<file path="src/dlc_map.vh">
// Constants for the dialer line control block
`ifndef DLC_MAP_VH
`define DLC_MAP_VH
`define DLC_IRQ_VECTOR     8'h18
`define DLC_RST_HANDS_FREE 1'b0
`define DLC_RST_HOLD_LINE  1'b0
`define DLC_RST_IRQ        1'b0
`define DLC_RST_ON_HOOK    1'b1
`define DLC_RST_LINE_MAKE  1'b0
`define DLC_RST_OD_DATA    1'b0
`define DLC_RST_OE_N       1'b1
`define DLC_OD_LOW         1'b0
`define DLC_IDLE_HOOK      1'b1
`define DLC_IDLE_HANDS_FREE 1'b0
`define DLC_IDLE_HOLD      1'b1
`define DLC_MODE_NORMAL    2'h0
`define DLC_MODE_GREEN     2'h1
`define DLC_MODE_SLEEP     2'h2
`define DLC_MODE_IDLE      2'h3
`endif

</file>
<file path="src/dlc_dialer.v">
// Dialer hook, hands-free and hold-line control
`include "dlc_map.vh"
`default_nettype none
module dlc_dialer (
  input  wire       clock,
  input  wire       resetn,
  input  wire       hook_switch_in,
  input  wire       hands_free_request_in,
  input  wire       hold_request_in,
  input  wire [1:0] power_mode,
  input  wire       line_auto_enable,
  input  wire       speech_mute_release,
  input  wire       aux_line_release,
  input  wire       irq_ack,
  output reg        line_make_out,
  output reg        hands_free_out,
  output reg        hold_line_out,
  output reg        on_hook_status,
  output reg        dialer_irq,
  output reg  [7:0] dialer_irq_vector,
  output reg        speech_mute_out,
  output reg        speech_mute_oe_n,
  output reg        aux_line_break_out,
  output reg        aux_line_break_oe_n
);

  // Sampler lanes: 0 hook switch, 1 hands-free key, 2 hold key
  // Idle levels: hook up, hands-free key low, hold key high
  localparam [2:0] SMP_IDLE  = {`DLC_IDLE_HOLD, `DLC_IDLE_HANDS_FREE, `DLC_IDLE_HOOK};
  localparam       SMP_LANES = 3;

  // One-hot event select, highest priority first
  localparam [4:0] EV_NONE      = 5'h01;
  localparam [4:0] EV_HOOK_FALL = 5'h02;
  localparam [4:0] EV_HOOK_RISE = 5'h04;
  localparam [4:0] EV_HANDS     = 5'h08;
  localparam [4:0] EV_HOLD      = 5'h10;

  wire [2:0] pin_level;
  reg  [2:0] smp_s_q;
  reg  [2:0] smp_p_q;
  wire       hook_s_q;
  wire       hook_p_q;
  wire       hf_s_q;
  wire       hf_p_q;
  wire       hd_s_q;
  wire       hd_p_q;
  wire       active;
  wire       hook_rise;
  wire       hook_fall;
  wire       hf_pulse;
  wire       hd_pulse;
  wire       line_made;
  wire       hold_irq_hidden;
  reg  [4:0] event_sel;
  reg        hands_free_d;
  reg        hold_line_d;
  reg        irq_event;
  reg        irq_d;
  reg        on_hook_d;
  reg        line_make_d;
  reg        speech_mute_d;
  reg        speech_mute_oe_n_d;
  reg        aux_line_break_d;
  reg        aux_line_break_oe_n_d;
  genvar     lane;

  assign pin_level = {hold_request_in, hands_free_request_in, hook_switch_in};

  // input sampling
  // Samplers start at idle pin levels so reset release shows no edge
  // Pins are synchronous, so one stage plus a history flop suffices
  generate
    for (lane = 0; lane < SMP_LANES; lane = lane + 1) begin : g_lane
      always @(posedge clock or negedge resetn) begin
        if (!resetn) begin
          smp_s_q[lane] <= SMP_IDLE[lane];
          smp_p_q[lane] <= SMP_IDLE[lane];
        end else begin
          smp_s_q[lane] <= pin_level[lane];
          smp_p_q[lane] <= smp_s_q[lane];
        end
      end
    end
  endgenerate

  assign hook_s_q = smp_s_q[0];
  assign hook_p_q = smp_p_q[0];
  assign hf_s_q   = smp_s_q[1];
  assign hf_p_q   = smp_p_q[1];
  assign hd_s_q   = smp_s_q[2];
  assign hd_p_q   = smp_p_q[2];

  assign active    = (power_mode != `DLC_MODE_IDLE);
  assign hook_rise = hook_s_q & ~hook_p_q;
  assign hook_fall = ~hook_s_q & hook_p_q;
  // Pulse taken on its closing edge so a held key acts once
  assign hf_pulse  = ~hf_s_q & hf_p_q;
  assign hd_pulse  = hd_s_q & ~hd_p_q;
  assign line_made = line_make_out;
  assign hold_irq_hidden = on_hook_status & hold_line_out;

  // events dropped in idle
  // Coincident requests lose to the hook, so one event per cycle
  always @* begin
    event_sel = EV_NONE;
    if (!active) begin
      event_sel = EV_NONE;
    end else if (hook_fall) begin
      event_sel = EV_HOOK_FALL;
    end else if (hook_rise) begin
      event_sel = EV_HOOK_RISE;
    end else if (hf_pulse) begin
      event_sel = EV_HANDS;
    end else if (hd_pulse && line_made) begin
      event_sel = EV_HOLD;
    end else begin
      event_sel = EV_NONE;
    end
  end

  always @* begin
    hands_free_d = hands_free_out;
    hold_line_d  = hold_line_out;
    irq_event    = 1'b0;
    case (event_sel)
      EV_HOOK_FALL: begin
        hands_free_d = 1'b0;
        hold_line_d  = 1'b0;
        irq_event    = 1'b1;
      end
      EV_HOOK_RISE: begin
        irq_event = 1'b1;
      end
      EV_HANDS: begin
        hold_line_d  = 1'b0;
        hands_free_d = ~hands_free_out;
        irq_event    = 1'b1;
      end
      EV_HOLD: begin
        hands_free_d = 1'b0;
        hold_line_d  = ~hold_line_out;
        irq_event    = ~hold_irq_hidden;
      end
      default: begin
        hands_free_d = hands_free_out;
        hold_line_d  = hold_line_out;
        irq_event    = 1'b0;
      end
    endcase
  end

  // Set wins over acknowledge
  always @* begin
    irq_d = irq_event | (dialer_irq & ~irq_ack);
  end

  always @* begin
    on_hook_d = hook_s_q;
  end

  // forced make
  // Next states feed in so the line follows a toggle in the same cycle
  always @* begin
    line_make_d = 1'b0;
    if (line_auto_enable) begin
      line_make_d = ~hook_s_q | hands_free_d | hold_line_d;
    end
  end

  // software break
  // Both pins only ever pull low; release just lifts the enable
  always @* begin
    speech_mute_d         = `DLC_OD_LOW;
    speech_mute_oe_n_d    = speech_mute_release;
    aux_line_break_d      = `DLC_OD_LOW;
    aux_line_break_oe_n_d = aux_line_release;
  end

  always @(posedge clock or negedge resetn) begin
    if (!resetn) begin
      hands_free_out <= `DLC_RST_HANDS_FREE;
    end else begin
      hands_free_out <= hands_free_d;
    end
  end

  always @(posedge clock or negedge resetn) begin
    if (!resetn) begin
      hold_line_out <= `DLC_RST_HOLD_LINE;
    end else begin
      hold_line_out <= hold_line_d;
    end
  end

  always @(posedge clock or negedge resetn) begin
    if (!resetn) begin
      dialer_irq <= `DLC_RST_IRQ;
    end else begin
      dialer_irq <= irq_d;
    end
  end

  // Reset reads as on-hook, the idle hook level
  always @(posedge clock or negedge resetn) begin
    if (!resetn) begin
      on_hook_status <= `DLC_RST_ON_HOOK;
    end else begin
      on_hook_status <= on_hook_d;
    end
  end

  // Line broken while in reset
  always @(posedge clock or negedge resetn) begin
    if (!resetn) begin
      line_make_out <= `DLC_RST_LINE_MAKE;
    end else begin
      line_make_out <= line_make_d;
    end
  end

  // Fixed vector, kept in a flop so every output is registered
  always @(posedge clock or negedge resetn) begin
    if (!resetn) begin
      dialer_irq_vector <= `DLC_IRQ_VECTOR;
    end else begin
      dialer_irq_vector <= `DLC_IRQ_VECTOR;
    end
  end

  // Open-drain data never goes high
  always @(posedge clock or negedge resetn) begin
    if (!resetn) begin
      speech_mute_out <= `DLC_RST_OD_DATA;
    end else begin
      speech_mute_out <= speech_mute_d;
    end
  end

  // Mute released until software pulls it
  always @(posedge clock or negedge resetn) begin
    if (!resetn) begin
      speech_mute_oe_n <= `DLC_RST_OE_N;
    end else begin
      speech_mute_oe_n <= speech_mute_oe_n_d;
    end
  end

  // Open-drain data never goes high
  always @(posedge clock or negedge resetn) begin
    if (!resetn) begin
      aux_line_break_out <= `DLC_RST_OD_DATA;
    end else begin
      aux_line_break_out <= aux_line_break_d;
    end
  end

  // Aux break floats until software pulls it
  always @(posedge clock or negedge resetn) begin
    if (!resetn) begin
      aux_line_break_oe_n <= `DLC_RST_OE_N;
    end else begin
      aux_line_break_oe_n <= aux_line_break_oe_n_d;
    end
  end

endmodule // dlc_dialer
`default_nettype wire

</file>
<file path="config.mk">
export PLATFORM = sky130hd
export DESIGN_NAME = dlc_dialer
export DESIGN_NICKNAME = d
export VERILOG_FILES = /design/src/dlc_dialer.v
export VERILOG_INCLUDE_DIRS = /design/src
export SDC_FILE = /design/constraint.sdc
export NUM_CORES = 1
export LEC_CHECK = 0
export BUFFER_PORTS_ARGS = -buffer_cell sky130_fd_sc_hd__buf_2
export CORE_MARGIN = 5
export CORE_UTILIZATION = 39
export CTS_CLUSTER_SIZE = 20
export DETAILED_ROUTE_END_ITERATION = 8
export PLACE_DENSITY_LB_ADDON = 0.15
export SYNTH_ARGS = -nofsm -noshare
export SYNTH_HDL_FRONTEND = slang
export SYNTH_SLANG_ARGS = --single-unit
</file>
<file path="constraint.sdc">
create_clock -name clock -period 1.2 [get_ports clock]
set_input_delay 0.36 -clock clock [delete_from_list [all_inputs] [get_ports clock]]
set_output_delay 0.36 -clock clock [all_outputs]
set_load 0.02 [all_outputs]
</file>
# --- Yosys cells after proc, flatten, opt, wreduce, memory -nomap -nowiden ---
# Index checks and enable logic that the tools add are counted.
totals:
  register_bits: 12
  inputBits: 11
classes:
  n_eq_ne: 5
  n_mux: 9
  bitwise: 17
  reduce_logical: 4
ops:
  columns: ["op", "count"]
  rows:
  - ["two-way mux 5 bit", 5]
  - ["inverter 1 bit", 8]
  - ["bitwise AND 1 bit", 6]
  - ["one-hot mux 1 bit (2 select lines)", 3]
  - ["equality test 5 x 2 -> 1 bit (second input constant)", 1]
  - ["equality test 5 x 3 -> 1 bit (second input constant)", 1]
  - ["equality test 5 x 4 -> 1 bit (second input constant)", 1]
  - ["equality test 5 bit (second input constant)", 1]
  - ["OR reduction 2 bit", 2]
  - ["OR 1 bit", 3]
  - ["OR reduction 3 bit", 1]
  - ["!= test 2 bit (second input constant)", 1]
  - ["logical AND 1 bit", 1]
  - ["two-way mux 1 bit", 1]

# --- Depth between registers and ports, before layout ---
logic_depth:
  ltp_word: 14
  depth_mapped: 5
  ltp_nobuf: 4

# --- Worst setup path before layout ---
# OpenSTA, ideal clock, no wires.
synth_timing:
  path_type: "register to register"
  from: "register on_hook_status (netlist name)"
  to: "register line_make_out"
  setup_ns: 0.082
  t_arrival_ns: 1.261
  path_slack_ns: -0.143
  path_stages_with_launch: 6
  path_buffers: 1
  period_less_slack_ns: 1.343
  cell_sequence: "dfstp_2 > buf_6 > inv_2 > o41ai_2 > a21oi_1 > a31oi_1"
synth_lines:
  columns: ["element", "line", "source"]
  rows:
  - ["to (signal assigned)", "dlc_dialer.v:216", "line_make_out <= `DLC_RST_LINE_MAKE;"]
  - ["to (signal assigned)", "dlc_dialer.v:218", "line_make_out <= line_make_d;"]
  - ["to (decl)", "dlc_dialer.v:15", "output reg line_make_out,"]

# --- Worst setup path in the final report ---
layout_timing:
  from: "register smp_p_q[2] (netlist: hd_p_q)"
  to: "register dialer_irq"
layout_via:
  elab_chain_len: 12
layout_lines:
  columns: ["element", "line", "source"]
  rows:
  - ["from (decl)", "dlc_dialer.v:41", "reg [2:0] smp_p_q;"]
  - ["from (signal, indexed assignment)", "dlc_dialer.v:78", "smp_p_q[lane] <= SMP_IDLE[lane];"]
  - ["from (signal, indexed assignment)", "dlc_dialer.v:81", "smp_p_q[lane] <= smp_s_q[lane];"]
  - ["inverter 1 bit *", "dlc_dialer.v:99", "assign hd_pulse = hd_s_q & ~hd_p_q;"]
  - ["bitwise AND 1 bit *", "dlc_dialer.v:99", null]
  - ["logical AND 1 bit *", "dlc_dialer.v:115", "end else if (hd_pulse && line_made) begin"]
  - ["two-way mux 5 bit *", "dlc_dialer.v:115", null]
  - ["two-way mux 5 bit *", "dlc_dialer.v:113", "end else if (hf_pulse) begin"]
  - ["two-way mux 5 bit *", "dlc_dialer.v:111", "end else if (hook_rise) begin"]
  - ["two-way mux 5 bit *", "dlc_dialer.v:109", "end else if (hook_fall) begin"]
  - ["two-way mux 5 bit *", "dlc_dialer.v:107", "if (!active) begin"]
  - ["equality test 5 x 4 -> 1 bit (tied with other cells)", "dlc_dialer.v:126", "case (event_sel)"]
  - ["OR reduction 3 bit (no line)", null, null]
  - ["one-hot mux 1 bit (2 select lines) *", "dlc_dialer.v:126", null]
  - ["OR 1 bit *", "dlc_dialer.v:155", "irq_d = irq_event | (dialer_irq & ~irq_ack);"]
  - ["net irq_d", "dlc_dialer.v:59", "reg irq_d;"]
  - ["to (signal assigned)", "dlc_dialer.v:198", "dialer_irq <= `DLC_RST_IRQ;"]
  - ["to (signal assigned)", "dlc_dialer.v:200", "dialer_irq <= irq_d;"]
  - ["to (decl)", "dlc_dialer.v:19", "output reg dialer_irq,"]
# The timed path passes the listed nets; every way through them passes the cells marked *.

==> results list <==
- Sorting the synthesized cells by area gives the leading types as dfstp_2 (26%), dfrtp_1 (25%), buf_4 (12%), a21oi_1 (3.3%), o41ai_2 (2.7%).
- The number of cells on the worst reg-to-reg path is 4.
- Commonest register cell after synthesis: dfstp_2
- Number of antenna diodes: 0
* Netlist cell types: 26
* Chip Height: 49.3 microns
- Core Area: 1490 sq um
- The endpoint identified for the worst register-to-register timing path is dialer_irq.
- Remaining global-route overflow: 0
- Worst-case register-to-register setup slack: -160 ps
- Clock slew seen by the registers of the worst setup and hold paths: 70 ps
- Proportion of register bits with asynchronous set or reset after synthesis: 100%
- Following the worst setup path forward leads to its endpoint at dialer_irq.
- The tree built by TritonCTS fans out to 12 sinks.
- TritonCTS built the clock tree.
- Entering global routing, the biggest net connects 13 pins.
* Half-perimeter wire length of the detailed placement result: 861 microns
- Global-route track usage on met2: 14.4%
- CTS built an H-tree with a depth of 1.
- The min-delay analysis places its worst path in the category primary input to register.
* Area of the die: 2430 sq um
- The average instance in the mapped netlist occupies 10.6 sq um.
- Setup repair after global routing could not meet its margin everywhere.
- The floorplan has 14 rows.
* Floorplan die width: 49.3 microns
* Clock Tree Buf Depth: 2
- Launching point of the worst reg2reg path: hd_p_q
* Average routed wire per standard cell: 11.4 microns
- CTS root buf: clkbuf_4
- STA classifies the critical path endpoint as a register.
- In this run, the number of DRC markers left after iteration 0 of detailed routing was 0.
* Share of the yosys chip area belonging to registers: 51.1%
* Hold Violations, Final: 0
- Instance count of the mapped netlist: 57
* Number of synthesis warnings: 0
* Met3 GRT Util: 6.42%
* Library cell occupying the most area in the post-synthesis netlist: dfstp_2
- Summed over all cells, the static leakage comes to 0.403 nW.
- Number of DRC violations after detailed routing: 0
- Violations in the final reports: negative setup slack
* Post-route ant nets: 0
* Global-route wire length before repair: 1.86 mm
- The initial antenna violation count is 0.
- Hold slack: 187 ps
- Max Clk Rate: 737 MHz
- Dividing total power by cell area gives a power density of 1420 nW/um^2.
- Number of violations of the max-capacitance limit: 0
- Maximum fanout along the worst path: 5
- Kind of critical path: register to register
- The number of slew-limit violations in the final report was 0.
- Maximum VDD drop: 714 uV
- The critical path starts at hd_p_q.
- OpenSTA, run right after detailed placement, puts the worst setup slack at -153 ps.
- Setup TNS Final: -675 ps
* Post-synth EDFFs: 0
- The via count of the first global-routing pass is 454.
- The number of clock buffers added by TritonCTS is 3.
* Met1 Use GR: 12.0%
- The post-route netlist has 55.3% of its cells at a drive strength greater than 1.
- The clock reaches the later pin of the worst-skew pair after 270 ps.
- After layout, the minimum clock period comes to 1360 ps.
- Iteration count of the initial detailed-routing pass: 1
- Relative area change from synthesis to final layout: 42.2%
- Total setup violations reported at the end of the flow: 8
- Worst Path Required: 1350 ps
- Global routing consumed, over all layers together, 9.72% of the routing resources.
* Post-route worst setup slack: -157 ps
- Clock skew on the completed layout was measured at 2.52 ps.
- For the worst setup path, the data arrival time is 1510 ps.
* Fill cell count: 142
- Global-route layer with the greatest usage: met2
* Number of vias per cell after detailed routing: 4.66
* Net count reported at finish: 97
- The share of synthesized area in the top cell type comes to 26.2%.
- Routed wire length: 1.15 mm
* Final clock period utilization by the worst path: 113%
- Cell area after technology mapping: 602 sq um
- Routability-driven placement finished with a final weighted congestion of 0.747.
* Number of I/O pins: 28
* Run status: finished, violations left
* Total of buffers placed on input and output ports: 17
* Launching element type of the critical path: register
- Initial core utilization: 40.4%
- Synthesis inferred 12 register bits.
- The detailed router placed 471 vias in this run.
[kinds of logic after synthesis]
logic type / Yosys count / synth area share, %
XOR/XNOR: 1 / 1.46
buffers and inverters: 15 / 16.8
AO/OA/AOI/OAI: 14 / 15.6
other: 2 / 1.25
flip-flops: 12 / 51.1
AND/OR/NAND/NOR: 13 / 13.7
[layout by cell type (no fill, tap or decap)]
| master | synthesis | layout |
|---|---|---|
| a21oi_1 | 4 | 1 |
| a21oi_2 | 0 | 3 |
| a31oi_1 | 2 | 2 |
| and2_1 | 1 | 1 |
| and3b_4 | 1 | 1 |
| buf_2 | 0 | 11 |
| buf_4 | 10 | 6 |
| buf_6 | 1 | 9 |
| clkbuf_4 | 0 | 3 |
| clkbuf_8 | 0 | 1 |
| conb_1 | 2 | 10 |
| dfrtp_1 | 6 | 6 |
| dfstp_2 | 6 | 6 |
| dlygate4sd3_1 | 0 | 1 |
| inv_1 | 3 | 3 |
| inv_2 | 1 | 1 |
| nand2_1 | 2 | 2 |
| nand2b_1 | 1 | 1 |
| nand3_1 | 1 | 1 |
| nand4bb_1 | 1 | 1 |
| nor2_1 | 2 | 2 |
| nor2b_1 | 2 | 1 |
| nor2b_2 | 0 | 1 |
| o2111ai_2 | 0 | 1 |
| o211ai_1 | 1 | 1 |
| o21ai_0 | 3 | 1 |
| o21ai_1 | 0 | 1 |
| o21ai_2 | 0 | 1 |
| o22ai_1 | 1 | 1 |
| o31ai_4 | 0 | 1 |
| o41ai_2 | 1 | 1 |
| or2b_1 | 1 | 1 |
| or3_4 | 0 | 1 |
| xnor2_1 | 1 | 1 |
[worst max-delay path, cell delays in order, from the launching register on]
cell and delay, ps:
dfstp_2 530, and3b_4 210, or3_4 320, a21oi_2 110
o22ai_1 70
[worst min path at each step]
stage | from | end | slack, ps | depth (start not counted)
2_1_floorplan | resetn | dialer_irq | 60 | 0
3_3_place_gp | resetn | dialer_irq | 250 | 1
3_5_place_dp | resetn | dialer_irq | 250 | 1
4_1_cts | speech_mute_release | speech_mute_oe_n | 180 | 1
5_1_grt | speech_mute_release | speech_mute_oe_n | 160 | 1
6_report | hook_switch_in | hook_s_q | 190 | 1
[cells in the mapped netlist, drive strengths merged, types with 2 or more instances]
| library cell | number |
|---|---|
| o21ai | 3 |
| dfrtp | 6 |
| conb | 2 |
| a21oi | 4 |
| nor2 | 2 |
| nand2 | 2 |
| buf | 11 |
| inv | 4 |
| nor2b | 2 |
| dfstp | 6 |
| a31oi | 2 |
[power by group]
group,switching [mW],leakage (nW),internal (mW)
Clock,0.129,0.0210,0.184
Combinational,0.204,0.247,0.204
Sequential,0.0325,0.135,0.460
Total,0.366,0.403,0.848
[what timing repair did]
action	4_1_cts	5_1_grt
endpoints found under the hold margin	6	0
pin swaps	1	3
buffers inserted	3	0
gates resized for setup	14	11
hold buffers	1	0
setup endpoints to repair	10	10
[through the flow]
step                utilization, %  power, mW  cells  instance area, sq um
floorplan                        -      0.697     65                   638
global placement              47.1      0.777     93                   702
detailed placement            47.1      0.782     93                   702
CTS                           54.7       1.18    101                   815
global route                  57.5       1.29    101                   856
finish                        57.5       1.21    101                   856
[final cells by class]
class	instances	area (sq um)	area share, %
repair buffers	27	211	24.7
clock buffers	4	36.3	4.24
flip-flops and latches	12	308	36.0
well taps	16	20.0	2.34
multi-input cells	38	265	31.0
inverters	4	15.0	1.75
[metal layers]
layer | vias to the layer above | wire [microns]
met4 | 0 | 0
li1 | 235 | -
met1 | 217 | 472
met5 | - | 0
met2 | 19 | 553
met3 | 0 | 122
Note: power is estimated with default switching activity, not from simulation.
